### src/wft_pkg.sv
/*
  constants for the watchdog action and timer freeze control block:
  register offsets, byte addresses, field positions, reset values, timing.
  assumes a 200 MHz system clock and a 32-bit AXI4-Lite register port.
*/
package wft_pkg;
  // printed register offsets, kept as register indices
  localparam logic [31:0] OFS_BASE = 32'h50003100;
  localparam logic [31:0] OFS_WATCHDOG_COUNT_VALUE = 32'h50003100;
  localparam logic [31:0] OFS_WDOG_CTRL = 32'h50003102;
  localparam logic [31:0] OFS_FRZ_SET = 32'h50003300;
  localparam logic [31:0] OFS_FRZ_CLR = 32'h50003302;
  localparam logic [31:0] OFS_DBG_CTRL = 32'h50003304;
  localparam logic [31:0] OFS_IRQ_STAT = 32'h50003310;
  localparam logic [31:0] OFS_IRQ_CLR = 32'h50003312;
  localparam logic [31:0] OFS_IRQ_EN = 32'h50003314;
  // byte address on the bus: four times the index past the base
  localparam int AW = 12;
  localparam logic [AW-1:0] A_WATCHDOG_COUNT_VALUE = AW'((OFS_WATCHDOG_COUNT_VALUE - OFS_BASE) << 2);
  localparam logic [AW-1:0] A_WDOG_CTRL = AW'((OFS_WDOG_CTRL - OFS_BASE) << 2);
  localparam logic [AW-1:0] A_FRZ_SET = AW'((OFS_FRZ_SET - OFS_BASE) << 2);
  localparam logic [AW-1:0] A_FRZ_CLR = AW'((OFS_FRZ_CLR - OFS_BASE) << 2);
  localparam logic [AW-1:0] A_DBG_CTRL = AW'((OFS_DBG_CTRL - OFS_BASE) << 2);
  localparam logic [AW-1:0] A_IRQ_STAT = AW'((OFS_IRQ_STAT - OFS_BASE) << 2);
  localparam logic [AW-1:0] A_IRQ_CLR = AW'((OFS_IRQ_CLR - OFS_BASE) << 2);
  localparam logic [AW-1:0] A_IRQ_EN = AW'((OFS_IRQ_EN - OFS_BASE) << 2);
  // field positions
  localparam int WDOG_HALT_BIT = 3;
  localparam int RADIO_TIMEBASE_HALT_BIT = 2;
  localparam int SOFTWARE_TIMER_HALT_BIT = 1;
  localparam int WAKEUP_TIMER_HALT_BIT = 0;
  localparam int NHALT = 4;
  localparam int ACTION_BIT = 0;
  localparam int DBG_EN_BIT = 0;
  localparam int SIGN_BIT = 8;
  localparam int GUARD_HI = 15;
  localparam int GUARD_LO = 9;
  localparam int IRQ_NMI = 0;
  localparam int IRQ_GUARD = 1;
  localparam int NIRQ = 2;
  // reset values and count levels
  localparam logic [8:0] WATCHDOG_COUNT_VALUE_RST = 9'h0FF;
  localparam logic [8:0] WDOG_NMI_LEVEL = 9'h000;
  localparam logic [8:0] WDOG_FLOOR = 9'h1F0;
  localparam logic ACTION_RST = 1'b0;
  localparam logic DBG_EN_RST = 1'b1;
  localparam logic [NHALT-1:0] HALT_RST = 4'h0;
  // AXI responses
  localparam logic [1:0] RESP_OKAY = 2'h0;
  localparam logic [1:0] RESP_SLVERR = 2'h2;
  // timing: one count step every 10.24 ms
  localparam real WDOG_STEP_MS = 10.24;
  localparam real CLK_MHZ = 200.0;
  localparam int WDOG_STEP_CYC = int'(WDOG_STEP_MS * 1000.0 * CLK_MHZ);
endpackage

### src/wft_step_gen.sv
/*
  step pulse generator for the watchdog count.
  assumes run comes from logic on the same clock; counts only while run.
*/
`timescale 1ns/1ps
`default_nettype none
module wft_step_gen #(
  parameter int STEP_CYC = 2048000
) (
  input wire logic aclk, // system clock
  input wire logic aresetn, // synchronous reset, active low
  input wire logic run, // count enable, low freezes the divider
  output logic step // one-cycle pulse each period
);
  localparam int CW = $clog2(STEP_CYC + 1);
  localparam logic [CW-1:0] LAST = CW'(STEP_CYC - 1);
  logic [CW-1:0] div_r;
  logic wrap;

  assign wrap = run && (div_r == LAST);

  // divider holds its place while frozen
  always_ff @(posedge aclk)
  begin
    if (!aresetn)
    begin
      div_r <= '0;
      step <= 1'b0;
    end
    else
    begin
      step <= wrap;
      if (wrap)
        div_r <= '0;
      else if (run)
        div_r <= div_r + CW'(1);
    end
  end
endmodule
`default_nettype wire

### src/wft_ctrl.sv
/*
  watchdog action select, watchdog count and on-chip timer freeze control,
  with an AXI4-Lite register slave and a level interrupt.
  assumes dbg_halt comes from another domain; sw_reset_req is on aclk.
*/
// The AXI4-Lite register port was chosen for this implementation.
`timescale 1ns/1ps
`default_nettype none
module wft_ctrl #(
  parameter int STEP_CYC = wft_pkg::WDOG_STEP_CYC
) (
  input wire logic aclk, // system clock, 200 MHz
  input wire logic aresetn, // synchronous reset, active low
  input wire logic [wft_pkg::AW-1:0] awaddr, // write address
  input wire logic awvalid, // write address valid
  output logic awready, // write address ready
  input wire logic [31:0] wdata, // write data
  input wire logic [3:0] wstrb, // write byte strobes
  input wire logic wvalid, // write data valid
  output logic wready, // write data ready
  output logic [1:0] bresp, // write response
  output logic bvalid, // write response valid
  input wire logic bready, // write response ready
  input wire logic [wft_pkg::AW-1:0] araddr, // read address
  input wire logic arvalid, // read address valid
  output logic arready, // read address ready
  output logic [31:0] rdata, // read data
  output logic [1:0] rresp, // read response
  output logic rvalid, // read data valid
  input wire logic rready, // read data ready
  input wire logic dbg_halt, // processor halted in debug, async
  input wire logic sw_reset_req, // software reset pulse
  output logic wdog_nmi, // non-maskable interrupt pulse
  output logic wdog_sys_reset, // system reset pulse
  output logic radio_timebase_freeze, // radio timebase stopped
  output logic software_timer_freeze, // software timer stopped
  output logic wakeup_timer_freeze, // wake-up timer stopped
  output logic irq // level interrupt
);
  import wft_pkg::*;

  logic dbg_meta_r;
  logic dbg_halt_s;
  logic action_r;
  logic dbg_en_r;
  logic [NHALT-1:0] halt_r;
  logic [NHALT-1:0] halt_nxt;
  logic [8:0] wd_cnt_r;
  logic [8:0] wd_cnt_nxt;
  logic [NIRQ-1:0] stat_r;
  logic [NIRQ-1:0] stat_ev;
  logic [NIRQ-1:0] stat_clr;
  logic [NIRQ-1:0] irq_en_r;
  logic aw_full_r;
  logic w_full_r;
  logic [AW-1:0] waddr_r;
  logic [31:0] wdat_r;
  logic [3:0] wstb_r;
  logic aw_take;
  logic w_take;
  logic do_wr;
  logic aw_full_nxt;
  logic w_full_nxt;
  logic bvalid_nxt;
  logic ar_take;
  logic rvalid_nxt;
  logic [15:0] wd16;
  logic wr_val;
  logic wr_ctrl;
  logic wr_set;
  logic wr_clr;
  logic wr_dbg;
  logic wr_iclr;
  logic wr_ien;
  logic wr_hit;
  logic reload_ok;
  logic reload_refused;
  logic wd_frozen;
  logic wd_step;
  logic dec_en;
  logic nmi_ev;
  logic fire;
  logic [NHALT-1:0] set_mask;
  logic dbg_all;
  logic [15:0] rd_mux;
  logic rd_hit;

  // debug halt crosses into aclk through two flip-flops
  always_ff @(posedge aclk)
  begin
    if (!aresetn)
    begin
      dbg_meta_r <= 1'b0;
      dbg_halt_s <= 1'b0;
    end
    else
    begin
      dbg_meta_r <= dbg_halt;
      dbg_halt_s <= dbg_meta_r;
    end
  end

  // write channel handshakes; address and data taken in either order
  assign aw_take = awvalid && awready;
  assign w_take = wvalid && wready;
  assign do_wr = aw_full_r && w_full_r && !bvalid;
  assign aw_full_nxt = (aw_full_r || aw_take) && !do_wr;
  assign w_full_nxt = (w_full_r || w_take) && !do_wr;
  assign bvalid_nxt = do_wr || (bvalid && !bready);

  always_ff @(posedge aclk)
  begin
    if (!aresetn)
    begin
      aw_full_r <= 1'b0;
      w_full_r <= 1'b0;
      awready <= 1'b0;
      wready <= 1'b0;
      bvalid <= 1'b0;
      bresp <= RESP_OKAY;
    end
    else
    begin
      aw_full_r <= aw_full_nxt;
      w_full_r <= w_full_nxt;
      awready <= !aw_full_nxt && !bvalid_nxt;
      wready <= !w_full_nxt && !bvalid_nxt;
      bvalid <= bvalid_nxt;
      if (do_wr)
        bresp <= wr_hit ? RESP_OKAY : RESP_SLVERR;
    end
  end

  // write payload holding registers
  always_ff @(posedge aclk)
  begin
    if (!aresetn)
    begin
      waddr_r <= '0;
      wdat_r <= '0;
      wstb_r <= '0;
    end
    else
    begin
      if (aw_take)
        waddr_r <= awaddr;
      if (w_take)
      begin
        wdat_r <= wdata;
        wstb_r <= wstrb;
      end
    end
  end

  // write decode; registers are 16 bits in the low two lanes
  assign wd16 = wdat_r[15:0] & {{8{wstb_r[1]}}, {8{wstb_r[0]}}};
  assign wr_val = do_wr && (waddr_r == A_WATCHDOG_COUNT_VALUE);
  assign wr_ctrl = do_wr && (waddr_r == A_WDOG_CTRL);
  assign wr_set = do_wr && (waddr_r == A_FRZ_SET);
  assign wr_clr = do_wr && (waddr_r == A_FRZ_CLR);
  assign wr_dbg = do_wr && (waddr_r == A_DBG_CTRL);
  assign wr_iclr = do_wr && (waddr_r == A_IRQ_CLR);
  assign wr_ien = do_wr && (waddr_r == A_IRQ_EN);
  assign wr_hit = wr_val || wr_ctrl || wr_set || wr_clr || wr_dbg || wr_iclr
    || wr_ien || (waddr_r == A_IRQ_STAT);

  // reload needs both lanes and a clear guard field
  assign reload_ok = wr_val && (&wstb_r[1:0]) && (wd16[GUARD_HI:GUARD_LO] == '0);
  assign reload_refused = wr_val && !reload_ok;

  // watchdog runs unless debug halt or an allowed software freeze
  assign wd_frozen = dbg_halt_s || (!action_r && halt_r[WDOG_HALT_BIT]);
  assign dec_en = wd_step && !wd_frozen;
  assign nmi_ev = !action_r && dec_en && !reload_ok
    && (wd_cnt_r == WDOG_NMI_LEVEL + 9'h001);
  // final action: floor in mode 0, zero or below in mode 1
  assign fire = action_r ? (wd_cnt_r == WDOG_NMI_LEVEL || wd_cnt_r[SIGN_BIT])
    : (wd_cnt_r[SIGN_BIT] && wd_cnt_r <= WDOG_FLOOR);

  wft_step_gen #(
    .STEP_CYC(STEP_CYC)
  ) u_step (
    .aclk(aclk),
    .aresetn(aresetn),
    .run(!wd_frozen),
    .step(wd_step)
  );

  // count next value: reset reload, software reload, step down
  always_comb
  begin
    wd_cnt_nxt = wd_cnt_r;
    if (fire)
      wd_cnt_nxt = WATCHDOG_COUNT_VALUE_RST;
    else if (reload_ok)
      wd_cnt_nxt = {1'b0, wd16[7:0]};
    else if (dec_en)
      wd_cnt_nxt = wd_cnt_r - 9'h001;
  end

  // count, action pulses and action select
  always_ff @(posedge aclk)
  begin
    if (!aresetn)
    begin
      wd_cnt_r <= WATCHDOG_COUNT_VALUE_RST;
      wdog_nmi <= 1'b0;
      wdog_sys_reset <= 1'b0;
      action_r <= ACTION_RST;
    end
    else
    begin
      wd_cnt_r <= wd_cnt_nxt;
      wdog_nmi <= nmi_ev;
      wdog_sys_reset <= fire;
      if (fire || sw_reset_req)
        action_r <= ACTION_RST;
      else if (wr_ctrl && wd16[ACTION_BIT])
        action_r <= 1'b1;
    end
  end

  // halt bits: ones set or clear, zeros discarded; a one set to the watchdog halt bit is dropped in mode 1
  assign set_mask = wr_set ? wd16[NHALT-1:0] : '0;
  always_comb
  begin
    halt_nxt = halt_r;
    if (wr_clr)
      halt_nxt = halt_nxt & ~wd16[NHALT-1:0];
    halt_nxt[WDOG_HALT_BIT] = halt_nxt[WDOG_HALT_BIT]
      | (set_mask[WDOG_HALT_BIT] & !action_r);
    halt_nxt[RADIO_TIMEBASE_HALT_BIT:0] = halt_nxt[RADIO_TIMEBASE_HALT_BIT:0]
      | set_mask[RADIO_TIMEBASE_HALT_BIT:0];
  end

  // halt state, debug enable and timer freeze outputs
  assign dbg_all = dbg_en_r && dbg_halt_s;
  always_ff @(posedge aclk)
  begin
    if (!aresetn)
    begin
      halt_r <= HALT_RST;
      dbg_en_r <= DBG_EN_RST;
      radio_timebase_freeze <= 1'b0;
      software_timer_freeze <= 1'b0;
      wakeup_timer_freeze <= 1'b0;
    end
    else
    begin
      halt_r <= halt_nxt;
      if (wr_dbg && wstb_r[0])
        dbg_en_r <= wd16[DBG_EN_BIT];
      radio_timebase_freeze <= halt_r[RADIO_TIMEBASE_HALT_BIT] || dbg_all;
      software_timer_freeze <= halt_r[SOFTWARE_TIMER_HALT_BIT] || dbg_all;
      wakeup_timer_freeze <= halt_r[WAKEUP_TIMER_HALT_BIT] || dbg_all;
    end
  end

  // sticky events: set wins over a clear in the same cycle
  assign stat_ev[IRQ_NMI] = nmi_ev;
  assign stat_ev[IRQ_GUARD] = reload_refused;
  assign stat_clr = wr_iclr ? wd16[NIRQ-1:0] : '0;
  always_ff @(posedge aclk)
  begin
    if (!aresetn)
    begin
      stat_r <= '0;
      irq_en_r <= '0;
      irq <= 1'b0;
    end
    else
    begin
      stat_r <= (stat_r & ~stat_clr) | stat_ev;
      if (wr_ien)
        irq_en_r <= wd16[NIRQ-1:0];
      irq <= |(stat_r & irq_en_r);
    end
  end

  // read decode and data select
  assign rd_hit = (araddr == A_WATCHDOG_COUNT_VALUE) || (araddr == A_WDOG_CTRL)
    || (araddr == A_FRZ_SET) || (araddr == A_FRZ_CLR) || (araddr == A_DBG_CTRL)
    || (araddr == A_IRQ_STAT) || (araddr == A_IRQ_EN) || (araddr == A_IRQ_CLR);
  assign rd_mux = (araddr == A_WATCHDOG_COUNT_VALUE) ? {7'h00, wd_cnt_r}
    : (araddr == A_WDOG_CTRL) ? {15'h0000, action_r}
    : (araddr == A_FRZ_SET || araddr == A_FRZ_CLR) ? {12'h000, halt_r}
    : (araddr == A_DBG_CTRL) ? {15'h0000, dbg_en_r}
    : (araddr == A_IRQ_STAT) ? {14'h0000, stat_r}
    : (araddr == A_IRQ_EN) ? {14'h0000, irq_en_r}
    : 16'h0000;
  assign ar_take = arvalid && arready;
  assign rvalid_nxt = ar_take || (rvalid && !rready);

  // read channel: one read at a time, answer one cycle after the take
  always_ff @(posedge aclk)
  begin
    if (!aresetn)
    begin
      arready <= 1'b0;
      rvalid <= 1'b0;
      rdata <= '0;
      rresp <= RESP_OKAY;
    end
    else
    begin
      arready <= !rvalid_nxt;
      rvalid <= rvalid_nxt;
      if (ar_take)
      begin
        rdata <= {16'h0000, rd_mux};
        rresp <= rd_hit ? RESP_OKAY : RESP_SLVERR;
      end
    end
  end
endmodule
`default_nettype wire

### config.mk
export PLATFORM = sky130hd
export DESIGN_NAME = wft_ctrl
export DESIGN_NICKNAME = d
export VERILOG_FILES = /design/src/wft_pkg.sv /design/src/wft_step_gen.sv /design/src/wft_ctrl.sv
export SDC_FILE = /design/constraint.sdc
export NUM_CORES = 1
export LEC_CHECK = 0
export ABC_AREA = 1
export CORE_UTILIZATION = 55
export DETAILED_ROUTE_END_ITERATION = 10
export DONT_BUFFER_PORTS = 1
export GPL_TIMING_DRIVEN = 0
export PLACE_DENSITY = 0.77
export SLEW_MARGIN = 10
export SYNTH_ARGS = -nofsm -noshare
export SYNTH_HDL_FRONTEND = slang
export SYNTH_SLANG_ARGS = --single-unit
export TNS_END_PERCENT = 50
### constraint.sdc
create_clock -name aclk -period 4.3 [get_ports aclk]
set_input_delay 0.86 -clock aclk [delete_from_list [all_inputs] [get_ports aclk]]
set_output_delay 0.86 -clock aclk [all_outputs]
set_load 0.02 [all_outputs]
; Yosys cells after proc, flatten, opt, wreduce, memory -nomap -nowiden
; Cells that the tools add are included.
[totals]
ff_bits = 106
input_bits = 69
out_inout_bits = 47
elab_cells = 152
[op_classes]
add_sub_neg = 2
magnitude_cmp = 1
eq_ne = 16
muxes = 14
bitwise_logic = 11
reduce_logical = 78
[ops]
columns = op, count
row1 = == test 12 bit (second input constant), 12
row2 = logical AND 1 bit, 31
row3 = logical OR 1 bit, 25
row4 = == test 12 x 4 -> 1 bit (second input constant), 2
row5 = logical NOT 12 bit, 2
row6 = adder 21 x 1 -> 21 bit (second input constant), 1
row7 = == test 21 bit (second input constant), 1
row8 = bitwise AND 16 bit, 1
row9 = two-way mux 4 bit, 4
row10 = two-way mux 8 bit, 2
row11 = two-way mux 2 bit, 6
row12 = logical NOT 1 bit, 11
row13 = == test 9 x 1 -> 1 bit (second input constant), 1
row14 = <= comparator 9 bit (second input constant), 1
row15 = logical NOT 9 bit, 1
row16 = two-way mux 9 bit, 1
row17 = subtractor 9 x 1 -> 9 bit (second input constant), 1
row18 = OR reduction 2 bit, 4
row19 = logical NOT 7 bit, 1
row20 = bitwise AND 2 bit, 2
row21 = bitwise AND 4 bit, 1
row22 = NOT 4 bit, 1
row23 = bitwise OR 3 bit, 1
row24 = OR reduction 3 bit, 1
row25 = 8 further kinds, 8

; Logic depth before layout (Yosys ltp)
; Gate-level depths: netlist of the first run.
[logic_depth]
word_depth = 11
ltp_mapped = 11
depth_no_buf = 10

; Cells and area by module
; From an unflattened synthesis of the first run, not the netlist that was laid out.
[hier_totals]
hier_cells = 682
hier_area_um2 = 4805.9
[by_module_without_submodules]
columns = module, n_inst, cells_per_inst, area_per_inst_um2
row1 = wft_ctrl, 1, 507, 3588.4
row2 = wft_step_gen, 1, 175, 1217.4

; Worst setup path before layout of the first run
; No wires, ideal clock.
[synth_path]
path_kind = input-to-reg
startpoint = input araddr[8] (netlist bit)
endpoint = register rdata[0]
setup_time_ps = 71
arrival_ps = 1795
required_time_ps = 4229
slack_ps = 2434
path_stages = 9
n_path_buf = 0
cell_sequence = inv_1 nand2_1 nor2_1 nand3b_1 nor2_1 nor2_1 nand4_1 nand2_1 a21oi_1
[synth_via]
elab_chain_cells = 7
word_cells_on_any_way = 14
classes_between = 6 x eq/ne / 6 x mux / 2 x reduce/logical
[synth_lines]
columns = element, line_no
row1 = start: declaration, wft_ctrl.sv:24  ; input wire logic [wft_pkg::AW-1:0] araddr,
row2 = == test 12 bit, wft_ctrl.sv:289  ; : (araddr == A_IRQ_EN) ? {14'h0000, irq_en_r}
row3 = two-way mux 2 bit, wft_ctrl.sv:289
row4 = two-way mux 2 bit, wft_ctrl.sv:288  ; : (araddr == A_IRQ_STAT) ? {14'h0000, stat_r}
row5 = two-way mux 2 bit, wft_ctrl.sv:287  ; : (araddr == A_DBG_CTRL) ? {15'h0000, dbg_en_r}
row6 = two-way mux 4 bit, wft_ctrl.sv:286  ; : (araddr == A_FRZ_SET || araddr == A_FRZ_CLR) ? {12'h000, halt_r}
row7 = two-way mux 4 bit, wft_ctrl.sv:285  ; : (araddr == A_WDOG_CTRL) ? {15'h0000, action_r}
row8 = two-way mux 9 bit (*), wft_ctrl.sv:284  ; assign rd_mux = (araddr == A_WATCHDOG_COUNT_VALUE) ? {7'h00, wd_cnt_r}
row9 = end signal: assignment, wft_ctrl.sv:310  ; rdata <= {16'h0000, rd_mux};
row10 = end: declaration, wft_ctrl.sv:27  ; output logic [31:0] rdata,
; Mark *: on every way between the ends. The rest lies on a longest branch, timed or not.
; A chain may end at the register's enable or synchronous reset.

; Final worst setup path of the first run
[layout_path]
startpoint = register u_step.div_r[1]
endpoint = register u_step.div_r[9]
[layout_via]
elab_chain_cells = 3
word_cells_on_any_way = 4
classes_between = 1 x add/sub / 1 x eq/ne / 2 x reduce/logical
[layout_lines]
columns = element, line_no
row1 = start: declaration, wft_step_gen.sv:17  ; logic [CW-1:0] div_r;
row2 = start signal: assignment, wft_step_gen.sv:36  ; div_r <= div_r + CW'(1);
row3 = "parallel branches: the longest is 3 deep, another holds adder 21 x 1 -> 21 bit", --
; Parallel ways; which one is timed is not known.

==> results of run 1 <==
-- power by group --
group | total, W | internal, W | switching (W)
Clock | 0.000588 | 0.000272 | 0.000316
Sequential | 0.000957 | 0.000925 | 0.0000319
Combinational | 0.000170 | 0.0000584 | 0.000112
-- cells by family after synthesis --
group,Yosys count
adder cells (fa/ha/maj),4
buffers and inverters,124
AND/OR/NAND/NOR,323
XOR/XNOR,11
flip-flops,96
AO/OA/AOI/OAI,116
other,1
-- routing by layer --
| layer | GRT usage | share of wire | up-vias |
|---|---|---|---|
| li1 | - | - | 2195 |
| met1 | 0.324 | 0.46 | 1835 |
| met5 | 0 | 0 | - |
| met4 | 0.0859 | 0.0083 | 0 |
| met3 | 0.0419 | 0.081 | 12 |
| met2 | 0.399 | 0.45 | 185 |
-- flip-flops by register name, summed over array words and instances (netlist names), 2 cells and up --
| name | count |
|---|---|
| halt_r | 4 |
| irq_en_r | 2 |
| rdata | 9 |
| stat_r | 2 |
| u_step.div_r | 21 |
| waddr_r | 12 |
| wd_cnt_r | 9 |
| wdat_r | 15 |
| wstb_r | 2 |
-- how the worst max path moves through the flow --
stage,start,to,slack (ps),cells past startpoint
2_1_floorplan,araddr[8],rdata[0],2430,9
6_report,u_step.div_r[1],u_step.div_r[9],2390,11
4_1_cts,u_step.div_r[1],u_step.div_r[9],2410,11
5_1_grt,u_step.div_r[1],u_step.div_r[14],2210,11
3_5_place_dp,araddr[8],rresp[1],2210,8
3_3_place_gp,araddr[8],rdata[0],2260,9
-- layout make-up --
type	instances	area share
well taps	105	0.0256
multi-input cells	479	0.444
plain buffers	43	0.0547
clock inverters	6	0.0134
flip-flops and latches	96	0.375
inverters	81	0.0620
clock buffers	10	0.0249
-- per-stage QoR --
| step | utilization | total power (W) | worst slack [ps] |
|---|---|---|---|
| floorplan | - | 0.00111 | 2430 |
| global placement | 0.597 | 0.00114 | 2260 |
| detailed placement | 0.597 | 0.00115 | 2210 |
| CTS | 0.621 | 0.00172 | 2410 |
| global route | 0.621 | 0.00179 | 2210 |
| finish | 0.621 | 0.00172 | 2390 |
-- cells in the final DEF (no fill, tap or decap), types with 2 or more instances in the layout --
cell,synthesis,routed
nand2_1,124,124
nor2_1,109,109
dfxtp_1,96,96
inv_1,78,78
o21ai_0,59,59
a21oi_1,42,42
nand3_1,36,36
buf_4,25,25
conb_1,1,25
nor3_1,23,23
clkbuf_1,12,13
xor2_1,10,10
clkbuf_8,0,9
nand3b_1,8,8
nand4_1,7,7
nor2_2,5,5
ha_1,4,4
buf_6,3,3
a31oi_1,3,3
o22ai_1,3,3
o211ai_1,3,3
nor3_2,2,2
inv_2,2,2
buf_2,2,2
nand2_2,2,2
nand3_2,2,2
a21oi_2,2,2
clkinv_4,0,2
==> flow_metrics.tcl, run 1 <==
set metrics [dict create \
    ys_warn_count 0 \
    yosysMostFrequentCell "nand2_1" \
    gp_congestion 0.925 \
    cap_violations 0 \
    dieArea_mm2 0.00893 \
    hold_depth 1 \
    yosys.area_share.simple 0.300 \
    hold_violations 0 \
    startpoint_type "register" \
    clock_latency_ps 360 \
    relSlewSlack 0.563 \
    cts_resized 0 \
    synth-xor-area-share 0.0205 \
    n_antenna_cell 0 \
    p_leak_nw 2.22 \
    cts_tree "done" \
    synth_top_family_by_area "simple AND/OR/NAND/NOR gates" \
    fin_cells 820 \
    grt_max_degree 17 \
    synth_flop_cell "dfxtp_1" \
    finalHoldWorstSlack_ps 438 \
    viasPerCell 5.15 \
    synth_fa_ha_area_frac 0.0106 \
    antenna_violating_nets_post_route 0 \
    synth_edf_count 0 \
    crit_path_cell_trace "ha_1 -> inv_1 -> nor3_4 -> nand3_2 -> nor2_2 -> nand2_1 -> nor2_2 -> nand3_2 -> nand2_2 -> buf_6 -> a21oi_1" \
    design_area_mm2 0.00512 \
    finalWirelength_mm 10.3 \
    fin_crit_ps 1910 \
    max_clock_freq_ghz 0.524 \
    netlist_instances 675 \
    finalSetupTns_ps 0 \
    grt_util_all_layers 0.244 \
    drc 0 \
    grt_pass1_wl_mm 17.1 \
    postCtsHoldBufs 0 \
    setup_violations 0 \
    crit_buf_inv 2 \
    irDropWorstVdd_mv 0.235 \
    layout-drive-gt1-share 0.0909 \
    layout-area-overhead-vs-synth_pct 8.88 \
    slew_viol_final 0 \
    muxShareOfSynthArea 0 \
    num_io_pins 116 \
    dpl_cell_area_mm2 0.00493 \
    cp.required_ps 4550 \
    path_clk_slew_ps 90 \
    syn_area_per_cell_um2 6.97 \
    cts_buffer_depth 2 \
    async_reset_ff_frac 0 \
    layout.nets 783 \
    wl_per_cell_um 12.6 \
    critPathSlowestCell "dfxtp_1" \
    antenna_found_initial 0 \
    netlist_top_cells_count "nand2_1 (124), nor2_1 (109), dfxtp_1 (96), inv_1 (78), o21ai_0 (59)" \
    r2r_slack_ps 2390 \
    p_per_area_mw_per_mm2 335 \
    multi_input_area_mm2 0.00228 \
    worst_path_largest_cell_delay_ps 380 \
    critPathKind "register to register" \
    dieHeight_um 94.5 \
    cts_made_buffers 9 \
    io_buffers 0 \
    cts_setup_buffers 0 \
    worstSetupEndpointType "register" \
    placed_cells 804 \
    h-tree-depth 3 \
    hp-class "register to register" \
    start_util 0.570 \
    die_x_um 94.5 \
    final-seq-area_mm2 0.00192 \
    status "finished, final reports clean" \
    crit_path_max_fanout 10 \
    synth_compound_area_frac 0.133 \
    cpLargestDelayFamily "simple AND/OR/NAND/NOR gates" \
    min_to "awready" \
    rsz0062_at_grt "false" \
    arrival_ps 2160 \
    rr_worst_depth 11 \
    coreArea_mm2 0.00826 \
    grt_pass1_vias 3802 \
    fin_skew_ps 9.97 \
    min_from "aw_full_r" \
    reg2reg_to "u_step.div_r[9]" \
    cts-root-buf "clkbuf_8" \
    tightestPinTransition_ps 656 \
    rows 33 \
    dpl.hpwl_mm 7.74 \
    numClockSinks 96 \
    yosys-top-cells-area "dfxtp_1 (41%), nand2_1 (9.9%), nor2_1 (8.7%)" \
    n_fill_cell 775 \
    netlist_area_mm2 0.00471 \
    r2r-start "u_step.div_r[1]" \
    ys_ff_latch 96 \
    first_iter_violations 240 \
    ys_types 38 \
    firstDrtPassIters 6 \
    ys_seq_area_frac 0.408 \
    fin_crit_sh 0.444 \
    synth_area_leader_cell "dfxtp_1" \
    yosys.area.top_type_share 0.408 \
    overflow 0 \
    vias 4227 \
]
Note: power is estimated with default switching activity, not from simulation.
==> inputs of run 2 (changes only) <==
--- a/config.mk
+++ b/config.mk
@@ -10,7 +10,7 @@
 export DETAILED_ROUTE_END_ITERATION = 10
 export DONT_BUFFER_PORTS = 1
 export GPL_TIMING_DRIVEN = 0
-export PLACE_DENSITY = 0.77
+export PLACE_DENSITY = 0.8
 export SLEW_MARGIN = 10
 export SYNTH_ARGS = -nofsm -noshare
 export SYNTH_HDL_FRONTEND = slang
==> constraint.sdc (replaced) <==
create_clock -name aclk -period 1.71 [get_ports aclk]
set_input_delay 0.342 -clock aclk [delete_from_list [all_inputs] [get_ports aclk]]
set_output_delay 0.342 -clock aclk [all_outputs]
set_load 0.02 [all_outputs]
==> run 2 against run 1 <==
Effect of this change:
- clock power rose to 2.6 times the previous value
- critical path depth is the same
- first-iteration DRC count rose by 35%
- combinational power rose to 2.8 times the previous value
- cell count rose by 2.0%
- critical endpoint is now u_step.div_r[7]
- core utilization up 4.3 points
- the run now ends with negative setup slack left
- sequential cell count unchanged
- final area grew 6.9%
- clock skew increased by 0.75 ps
==> flow_metrics.tcl, run 2 (same netlist as run 1, synthesis figures left out) <==
set metrics [dict create \
    status "finished with violations" \
    violations "negative setup slack" \
    postCtsHoldBufs 0 \
    tightestPinTransition_ps 660 \
    hp-class "primary input to register" \
    finalWirelength_mm 11.2 \
    grt_util_all_layers 0.255 \
    antenna_found_initial 0 \
    min_from "sw_reset_req" \
    drc 0 \
    rr_worst_depth 11 \
    total_power_w 0.00444 \
    relSlewSlack 0.560 \
    setup_violations 21 \
    p_clk_frac 0.349 \
    cap_violations 0 \
    cts_tree "done" \
    p_leak_nw 2.34 \
    h-tree-depth 3 \
    startpoint_type "register" \
    grt_pass1_vias 3952 \
    mostFrequentLayoutCell "nand2_1" \
    wl_per_cell_um 13.4 \
    hold_violations 0 \
    reg_top3 "u_step.div_r x21, wdat_r x15, waddr_r x12" \
    largest_register_ffs 21 \
    crit_path_cell_trace "ha_4 -> inv_4 -> nor3_4 -> nand3_2 -> nor2_4 -> nand2_2 -> nor2_4 -> nand3_4 -> nand2_8 -> clkbuf_16 -> nor2_2" \
    coreArea_mm2 0.00826 \
    vias 4458 \
    cts_made_buffers 9 \
    fin_ws_ps -39.9 \
    layout-area-overhead-vs-synth_pct 16.4 \
    first_iter_violations 324 \
    num_io_pins 116 \
    path_clk_slew_ps 90 \
    fin_skew_ps 10.7 \
    numClockSinks 96 \
    crit_path_max_fanout 5 \
    max_clock_freq_ghz 0.571 \
    dieArea_mm2 0.00893 \
    worst_path_largest_cell_delay_ps 360 \
    layout_common_cells "nand2_1 (119), nor2_1 (100), dfxtp_1 (90)" \
    worstSetupEndpointType "register" \
    fin_crit_sh 1.02 \
    dpl.hpwl_mm 7.83 \
    dpl_cell_area_mm2 0.00493 \
    viasPerCell 5.33 \
    r2r_slack_ps -40 \
    cts-root-buf "clkbuf_8" \
    die_x_um 94.5 \
    cpLargestDelayFamily "simple AND/OR/NAND/NOR gates" \
    p_int_w 0.00326 \
    antenna_violating_nets_post_route 0 \
    cts_buffer_depth 2 \
    hold_depth 1 \
    finalSetupTns_ps -524 \
    arrival_ps 2020 \
    min_to "action_r" \
    firstDrtPassIters 5 \
    n_fill_cell 660 \
    p_comb_frac 0.109 \
    start_util 0.570 \
    sw_frac_of_total 0.265 \
    dieHeight_um 94.5 \
    clock_latency_ps 370 \
    crit_top_cell "nor2_4" \
    rsz0062_at_grt "true" \
    critPathSlowestCell "dfxtp_2" \
    r2r-start "u_step.div_r[1]" \
    crit_buf_inv 2 \
    design_area_mm2 0.00548 \
    seqPwrFrac 0.542 \
    io_buffers 0 \
    max_flop_register "u_step.div_r" \
    grt_pass1_wl_mm 17.9 \
    p_per_area_mw_per_mm2 810 \
    overflow 0 \
    slew_viol_final 0 \
    n_antenna_cell 0 \
    irDropWorstVdd_mv 0.506 \
    cp.required_ps 1980 \
    layout.nets 799 \
    reg2reg_to "u_step.div_r[7]" \
    fin_crit_ps 1750 \
    p_sw_w 0.00118 \
    critPathKind "register to register" \
    rows 33 \
    grt_max_degree 16 \
    gp_congestion 0.902 \
    layout-drive-gt1-share 0.163 \
]
==> run 2: cell count changes in the layout (fill, tap and decap cells not counted), moves of 5 or more <==
cell     change
a21oi_1      -7
dfxtp_1      -6
nor3_2       +5
dfxtp_2      +5
buf_4       +13
nand2_1      -5
a21oi_2      +7
nor3_1       -5
nor2_4       +5
nor2_1       -9
==> run 2: cell type report <==
type / count / area, µm² / area share
clock buffers: 12 / 155 / 0.0283
plain buffers: 43 / 294 / 0.0537
clock inverters: 4 / 51.3 / 0.00936
flip-flops and latches: 96 / 1930 / 0.353
repair buffers: 16 / 161 / 0.0295
multi-input cells: 479 / 2430 / 0.444
inverters: 81 / 323 / 0.0589
well taps: 105 / 131 / 0.0240
==> run 2: how the worst max path moves through the flow <==
stage / endpoint / from / cells after the start
final: u_step.div_r[7] / u_step.div_r[1] / 11
after global routing: u_step.div_r[15] / action_r / 10
after CTS: u_step.div_r[19] / u_step.div_r[0] / 11
after detailed placement: u_step.div_r[9] / u_step.div_r[0] / 11
after global placement: u_step.div_r[9] / u_step.div_r[0] / 11
after floorplan: u_step.div_r[9] / u_step.div_r[0] / 11
==> run 2: metrics by stage <==
stage	cells	hold slack, ps	worst slack (ps)	utilization
after floorplan	699	390	121	-
after global placement	804	403	-111	0.597
after detailed placement	804	409	-186	0.597
after CTS	829	16.6	-97.0	0.642
after global routing	836	15.7	-113	0.664
final	836	24.2	-39.9	0.664
==> run 2: timing repair <==
action,CTS,global route
endpoints found under the setup margin,30,34
setup buffers,8,6
pin swaps,7,13
gates resized for setup,25,34
hold endpoints to repair,0,0
cloned,1,1
==> run 2: layer usage <==
layer / wire [µm] / track usage / up-vias
met4: 229 / 0.115 / 0
met2: 5210 / 0.408 / 212
li1: - / - / 2227
met5: 0 / 0 / -
met3: 869 / 0.0483 / 26
met1: 4930 / 0.335 / 1993
==> run 2: power groups by stage <==
stage	logic, W	registers (W)	clock network [W]
3_3_place_gp	0.000411	0.00245	0
6_report	0.000484	0.00241	0.00155
5_1_grt	0.000544	0.00242	0.00166
3_5_place_dp	0.000423	0.00246	0
2_1_floorplan	0.000351	0.00244	0
4_1_cts	0.000456	0.00241	0.00156
